## src/design/sacc_adc_map.svh

```systemverilog
// Register offsets, field positions, reset values and timing counts
// for the converter configuration and control block.
// Assumes an 8-bit special-function register port with 8-bit addresses.
`ifndef SACC_ADC_MAP_SVH
`define SACC_ADC_MAP_SVH

// Register offsets on the special-function register port
`define SACC_CFG_ADDR      8'hbc
`define SACC_CTRL_ADDR     8'he8

// Reset values
`define SACC_CFG_RST       8'hf8
`define SACC_CTRL_RST      8'h00

// Control register field positions
`define SACC_EN_BIT        7
`define SACC_TM_BIT        6
`define SACC_DONE_BIT      5
`define SACC_BUSY_BIT      4
`define SACC_CM_HI         3
`define SACC_CM_LO         2
`define SACC_WIN_BIT       1
`define SACC_LJ_BIT        0

// Start source encodings
`define SACC_CM_SOFT       2'h0
`define SACC_CM_TMR3       2'h1
`define SACC_CM_EXT        2'h2
`define SACC_CM_TMR2       2'h3

// Phase lengths in conversion clocks
`define SACC_TRACK_CLKS    5'h03
`define SACC_CONV_CLKS     5'h10

`endif

```

## src/design/sacc_adc_pkg.sv

```systemverilog
// Types shared by the converter configuration and control block.
// Assumes the constants of sacc_adc_map.svh are visible to users.
package sacc_adc_pkg;

	// Conversion sequencer states
	typedef enum logic [1:0] {
		SACC_IDLE  = 2'b00,
		SACC_TRACK = 2'b01,
		SACC_CONV  = 2'b10
	} sacc_state_t;

	// Clock and gain configuration register layout
	typedef struct packed {
		logic [4:0] sarClockDivider;
		logic [2:0] pgaGainSelect;
	} sacc_cfg_t;

	// Control register layout
	typedef struct packed {
		logic       converterEnable;
		logic       trackingModeSelect;
		logic       conversionDoneFlag;
		logic       conversionInProgress;
		logic [1:0] startSourceSelect;
		logic       windowCompareFlag;
		logic       leftJustifySelect;
	} sacc_ctrl_t;

endpackage

```

## src/design/sacc_adc_ctrl.sv

```systemverilog
// Configuration and control registers of the successive-approximation
// converter: conversion clock divider, gain select, start and tracking
// sequencing, busy indication and the conversion-done flag.
// Assumes all inputs are synchronous to sys_clk and that the register port
// issues single-cycle read and write strobes.
//
// Overview of operation
// - Conversion clock is system clock over 2(div+1)
// - Divider zero runs conversion clock at system rate
// - Tracking mode set: start source times tracking
// - Done flag sets on finish, drives interrupt
// - Only software clears done flag
// - Done flag sets as busy falls
// - Busy reads one during timed tracking and conversion
// - Software start in tracking mode: three tracking clocks, then conversion
`include "sacc_adc_map.svh"
`timescale 1ns/1ps

module sacc_adc_ctrl
	import sacc_adc_pkg::*;
(
	// Clock and reset
	input  wire logic       sys_clk,
	input  wire logic       rst_n,
	// Special-function register port
	input  wire logic [7:0] sfrAddr,
	input  wire logic       sfrWrEn,
	input  wire logic       sfrRdEn,
	input  wire logic [7:0] sfrWrData,
	output logic      [7:0] sfrRdData,
	// Start sources
	input  wire logic       timer3Overflow,
	input  wire logic       timer2Overflow,
	input  wire logic       extConvStart,
	// Converter controls
	output logic      [2:0] pgaGainSelect,
	output logic            sarClockTick,
	output logic            converterActive,
	output logic            trackEnable,
	output logic            conversionActive,
	output logic            conversionDoneIrq
);

	// ************************************************************
	// Register file
	// ************************************************************
	sacc_cfg_t   cfg_q;
	sacc_ctrl_t  ctrl_q;
	sacc_state_t state_q, state_d;
	logic [5:0]  divCnt_q, divCnt_d;
	logic [4:0]  phaseCnt_q, phaseCnt_d;
	logic        extPrev_q;
	logic        done_d;
	logic [7:0]  rdData_d;

	// Address decode
	wire cfgSel  = (sfrAddr == `SACC_CFG_ADDR);
	wire ctrlSel = (sfrAddr == `SACC_CTRL_ADDR);
	wire cfgWr   = sfrWrEn & cfgSel;
	wire ctrlWr  = sfrWrEn & ctrlSel;

	// Control fields in force, the written value takes effect next cycle
	wire       enable   = ctrl_q.converterEnable;
	wire       trackSel = ctrl_q.trackingModeSelect;
	wire [1:0] source   = ctrl_q.startSourceSelect;
	wire       busy     = (state_q != SACC_IDLE);

	// ************************************************************
	// Conversion clock divider
	// ************************************************************
	// Period is 2(div+1) system clocks, but a zero divider gives full rate
	wire [5:0] divLast = (cfg_q.sarClockDivider == 5'h00) ? 6'h00 :
	                     {cfg_q.sarClockDivider, 1'b1};
	wire       tick    = (divCnt_q == 6'h00);
	assign divCnt_d = tick ? divLast : divCnt_q - 6'h01;

	// ************************************************************
	// Start detection
	// ************************************************************
	wire softStart = ctrlWr & sfrWrData[`SACC_BUSY_BIT];
	wire extRise   = extConvStart & ~extPrev_q;
	wire startHit  = (source == `SACC_CM_SOFT) ? softStart :
	                 (source == `SACC_CM_TMR3) ? timer3Overflow :
	                 (source == `SACC_CM_EXT)  ? extRise : timer2Overflow;
	wire startReq  = enable & ~busy & startHit;
	// External source tracks while its pin is low, so no timed tracking
	wire timedTrack = trackSel & (source != `SACC_CM_EXT);
	wire phaseEnd   = tick & (phaseCnt_q == 5'h00);
	wire convEnd    = (state_q == SACC_CONV) & phaseEnd;

	// ************************************************************
	// Sequencer
	// ************************************************************
	// Dropping enable aborts a conversion without a completion, except one whose last conversion clock ends in the first cycle enable is low
	always_comb begin
		state_d    = state_q;
		phaseCnt_d = phaseCnt_q;
		if (!enable) begin
			state_d    = SACC_IDLE;
			phaseCnt_d = 5'h00;
		end else begin
			case (state_q)
				SACC_IDLE: begin
					if (startReq && timedTrack) begin
						state_d    = SACC_TRACK;
						phaseCnt_d = `SACC_TRACK_CLKS - 5'h01;
					end else if (startReq) begin
						state_d    = SACC_CONV;
						phaseCnt_d = `SACC_CONV_CLKS - 5'h01;
					end
				end
				SACC_TRACK: begin
					if (phaseEnd) begin
						state_d    = SACC_CONV;
						phaseCnt_d = `SACC_CONV_CLKS - 5'h01;
					end else if (tick) begin
						phaseCnt_d = phaseCnt_q - 5'h01;
					end
				end
				SACC_CONV: begin
					if (phaseEnd) begin
						state_d = SACC_IDLE;
					end else if (tick) begin
						phaseCnt_d = phaseCnt_q - 5'h01;
					end
				end
				default: begin
					state_d = SACC_IDLE;
				end
			endcase
		end
	end

	// Completion sets the flag in the same edge that busy falls; a set wins
	// over a software clear in the same cycle
	assign done_d = convEnd ? 1'b1 :
	                ctrlWr  ? sfrWrData[`SACC_DONE_BIT] : ctrl_q.conversionDoneFlag;

	// Read mux, unmapped addresses read as zero
	assign rdData_d = cfgSel  ? cfg_q :
	                  ctrlSel ? {ctrl_q[7:5], busy, ctrl_q[3:0]} : 8'h00;

	// Tracking: continuous when enabled, idle and tracking mode clear, else the timed or pin window
	wire track_d = enable & ((~trackSel & (state_d == SACC_IDLE)) |
	               (state_d == SACC_TRACK) |
	               (trackSel & (source == `SACC_CM_EXT) & ~extConvStart & (state_d == SACC_IDLE)));

	// ************************************************************
	// Flip-flops
	// ************************************************************
	// Register writes
	always_ff @(posedge sys_clk or negedge rst_n) begin
		if (!rst_n) begin
			cfg_q  <= `SACC_CFG_RST;
			ctrl_q <= `SACC_CTRL_RST;
		end else begin
			if (cfgWr) begin
				cfg_q <= sfrWrData;
			end
			if (ctrlWr) begin
				ctrl_q <= sfrWrData;
			end
			ctrl_q.conversionDoneFlag   <= done_d;
			ctrl_q.conversionInProgress <= busy;
		end
	end

	// Sequencer and divider state
	always_ff @(posedge sys_clk or negedge rst_n) begin
		if (!rst_n) begin
			state_q    <= SACC_IDLE;
			divCnt_q   <= 6'h00;
			phaseCnt_q <= 5'h00;
			extPrev_q  <= 1'b0;
		end else begin
			state_q    <= state_d;
			divCnt_q   <= divCnt_d;
			phaseCnt_q <= phaseCnt_d;
			extPrev_q  <= extConvStart;
		end
	end

	// Registered outputs
	always_ff @(posedge sys_clk or negedge rst_n) begin
		if (!rst_n) begin
			sfrRdData         <= 8'h00;
			pgaGainSelect     <= 3'h0;
			sarClockTick      <= 1'b0;
			converterActive   <= 1'b0;
			trackEnable       <= 1'b0;
			conversionActive  <= 1'b0;
			conversionDoneIrq <= 1'b0;
		end else begin
			sfrRdData         <= sfrRdEn ? rdData_d : sfrRdData;
			pgaGainSelect     <= cfg_q.pgaGainSelect;
			sarClockTick      <= tick;
			converterActive   <= enable;
			trackEnable       <= track_d;
			conversionActive  <= (state_d == SACC_CONV);
			conversionDoneIrq <= done_d;
		end
	end
endmodule

```

## config.mk

```make
export PLATFORM = sky130hd
export DESIGN_NAME = sacc_adc_ctrl
export DESIGN_NICKNAME = d
export VERILOG_FILES = /design/src/design/sacc_adc_pkg.sv /design/src/design/sacc_adc_ctrl.sv
export VERILOG_INCLUDE_DIRS = /design/src /design/src/design
export SDC_FILE = /design/constraint.sdc
export NUM_CORES = 1
export LEC_CHECK = 0
export BUFFER_PORTS_ARGS = -buffer_cell sky130_fd_sc_hd__buf_2
export CORE_MARGIN = 5
export CORE_UTILIZATION = 62
export CTS_BUF_LIST = sky130_fd_sc_hd__clkbuf_4
export CTS_CLUSTER_DIAMETER = 80
export CTS_CLUSTER_SIZE = 12
export DETAILED_ROUTE_END_ITERATION = 8
export GPL_ROUTABILITY_DRIVEN = 1
export PLACE_DENSITY = 0.86
export SLEW_MARGIN = 20
export SYNTH_ARGS = -nofsm -noshare
export SYNTH_HDL_FRONTEND = slang
export SYNTH_SLANG_ARGS = --single-unit
```

## constraint.sdc

```tcl
create_clock -name sys_clk -period 5.2 [get_ports sys_clk]
set_input_delay 0.52 -clock sys_clk [delete_from_list [all_inputs] [get_ports sys_clk]]
set_output_delay 0.52 -clock sys_clk [all_outputs]
set_load 0.02 [all_outputs]
```

==> metrics.txt <==
total track usage=22.4%; die width=70.1 um; CTS clock-pin slew for the worst setup and hold paths=130 ps; H-tree depth=2; Placer Congestion=0.834; largest net degree at the start of global routing=45; Syn-to-layout area delta=14.0%; Post-synth EDFFs=0; Top FF cell, synth=dfrtp_1; final cell count without fillers=308; Synth cell types=47; Sequential cell area=1110 um^2; min Tclk post-route=2320 ps; DP Cell Count=300; antenna fix cells=0; synthesized area per cell=10.2 um^2; Initial Utilization=65.6%; FFs w/ async S/R, synth=100%; Vias=1843; Final Hold Fails=0; maximum VDD drop=0.219 mV; first-pass GRT wire length=8.74 mm; crit path DAT=2560 ps; Critical Path Source Type=register; CTS buffer count=5; total power per unit cell area=295 nW/um^2; Max-Cap Viols=0; Setup Skew=14.3 ps; worst rel slew slack=35.5%; Skew-Pair Late Insertion Delay=360 ps; P_leak=1.15 nW; nets=291; post-synthesis sequential area ratio=49.4%; post-CTS sizing=0; full die area=4920 um^2; simple-gate portion of the synthesized area=19.1%; # DRC=0; Crit Path Category=reg -> reg; antenna violation net count after detailed routing=0; status=completed; Synth top area share=43.5%; largest family of logic cells by synthesized area=simple AND/OR/NAND/NOR gates; Syn Nets=250; row count=21; area share of fa/ha/maj cells after synthesis=3.91%; Yosys warning count=0; vias in the first global route=1894; Bufs on Longest Clock Path=2; core area=3420 um^2; total power=754 uW; cell taking the most area after synthesis=dfrtp_1; most instantiated cells after synthesis=39 x dfrtp_1, 23 x nor2_1, 21 x a21oi_1; post-route cell area=2550 um^2; worst slew pin tran=967 ps; initial antenna violation count=0; root buffer cell=clkbuf_4; Post-Syn Area=2240 um^2; Crit Path Max Fanout=10; cell with the most instances after synthesis=dfrtp_1; num ports=39; synthesized instance count=220; I/O Buffers=38; drt initial violations=87; GR Overflow Total=0; fillers=261; Slew Limit Fails=0; DR WL/cell=16.4 um; unrepaired setup endpoints after global routing=false; main area contributors after synthesis=dfrtp_1 44%, mux2_2 6.5%, dfstp_2 5.9%; hold crit path type=in -> async; Die Y=70.1 um; layout cells sized above 1=26.0%; setup violators final=0; setup TNS=0 ps; Yosys reg bits=44; Post-CTS Setup Bufs=0; router iterations before antenna repair=5; DP HPWL=3.75 mm; routed wire length=5.05 mm; Placed Area=2470 um^2; Multi-input gate area=1070 um^2; crit share post-route=44.6%; Hold Buf Count CTS=0; Synth Area in XOR/XNOR=0.781%; crit end category=register; vias per std cell=5.98; Worst EP required=5440 ps; clock sink count=44; TritonCTS clock tree=built; Fmax=431 MHz; post-synthesis mux area share=6.53%; Synth Area in Compound Gates=17.6%
-- through the flow --
stage	util, %	setup slack, ps	hold slack [ps]
final	74.8	2880	286
after global placement	72.5	2820	392
after detailed placement	72.5	2790	390
after floorplan	-	2980	224
after global routing	74.8	2660	260
after CTS	74.8	2900	272
-- placed cells by master, fill, tap and decap left out, types with 5 or more instances in the layout --
| master | count |
|---|---|
| dfrtp_1 | 39 |
| buf_2 | 38 |
| nor2_1 | 23 |
| a21oi_1 | 21 |
| nand2_1 | 18 |
| mux2_2 | 13 |
| inv_1 | 12 |
| nor3_1 | 10 |
| a22oi_1 | 9 |
| nand3_1 | 7 |
| ha_1 | 7 |
| clkbuf_4 | 6 |
| o21ai_0 | 5 |
| dfstp_2 | 5 |
-- power by group --
| group | switching [mW] | internal [mW] |
|---|---|---|
| registers | 0.0336 | 0.380 |
| clock network | 0.110 | 0.106 |
| logic | 0.0726 | 0.0522 |
-- critical path, stage by stage, from the launching register on --
cell	delay, ps
dfrtp_1	440
nor3_1	520
nand2_1	390
inv_1	240
nor2_1	60
a211o_1	220
a311oi_1	340
-- path summary, 6_finish.rpt --
| kind | from | to | slack, ps | depth (start not counted) |
|---|---|---|---|---|
| setup / recovery | divCnt_q[2] | phaseCnt_q[1] | 2880 | 6 |
| hold / removal | rst_n | state_q[0] | 290 | 1 |
| setup reg to reg | divCnt_q[2] | phaseCnt_q[1] | 2880 | 6 |
| hold reg to reg | cfg_q[2] | pgaGainSelect[2] | 420 | 0 |
| max in group asynchronous | rst_n | divCnt_q[1] | 4300 | 1 |
| min in group sys_clk | extConvStart | extPrev_q | 290 | 1 |
-- state kept, by name, indices dropped and copies added, names as in the netlist, 2 cells and up --
signal         count
sfrRdData          8
cfg_q              8
source             2
pgaGainSelect      3
ctrl_q             2
state_q            2
divCnt_q           6
phaseCnt_q         5
-- metal layers --
metal	global-route usage (%)	up-vias	part of all wire [%]
li1	-	889	-
met2	36.0	48	50
met3	5.88	10	4.7
met1	28.8	896	44
met5	0	-	0
met4	8.94	0	1.7
-- kinds of logic (layout without fill, tap and decap cells) --
| group | after synthesis | count (layout) |
|---|---|---|
| xor+xnor | 2 | 2 |
| buf+inv | 16 | 58 |
| mux | 13 | 13 |
| flops | 44 | 44 |
| fa+ha+maj | 7 | 7 |
| simple gates | 82 | 82 |
| compound gates | 56 | 56 |
-- cell type report --
class | count | area share, %
inverter | 12 | 1.76
sequential | 44 | 43.3
clock buffer | 6 | 1.76
clock inverter | 2 | 1.37
timing repair buffer | 38 | 7.44
tap | 46 | 2.25
multi-input combinational | 160 | 42.1
Note: power is estimated with default switching activity, not from simulation.
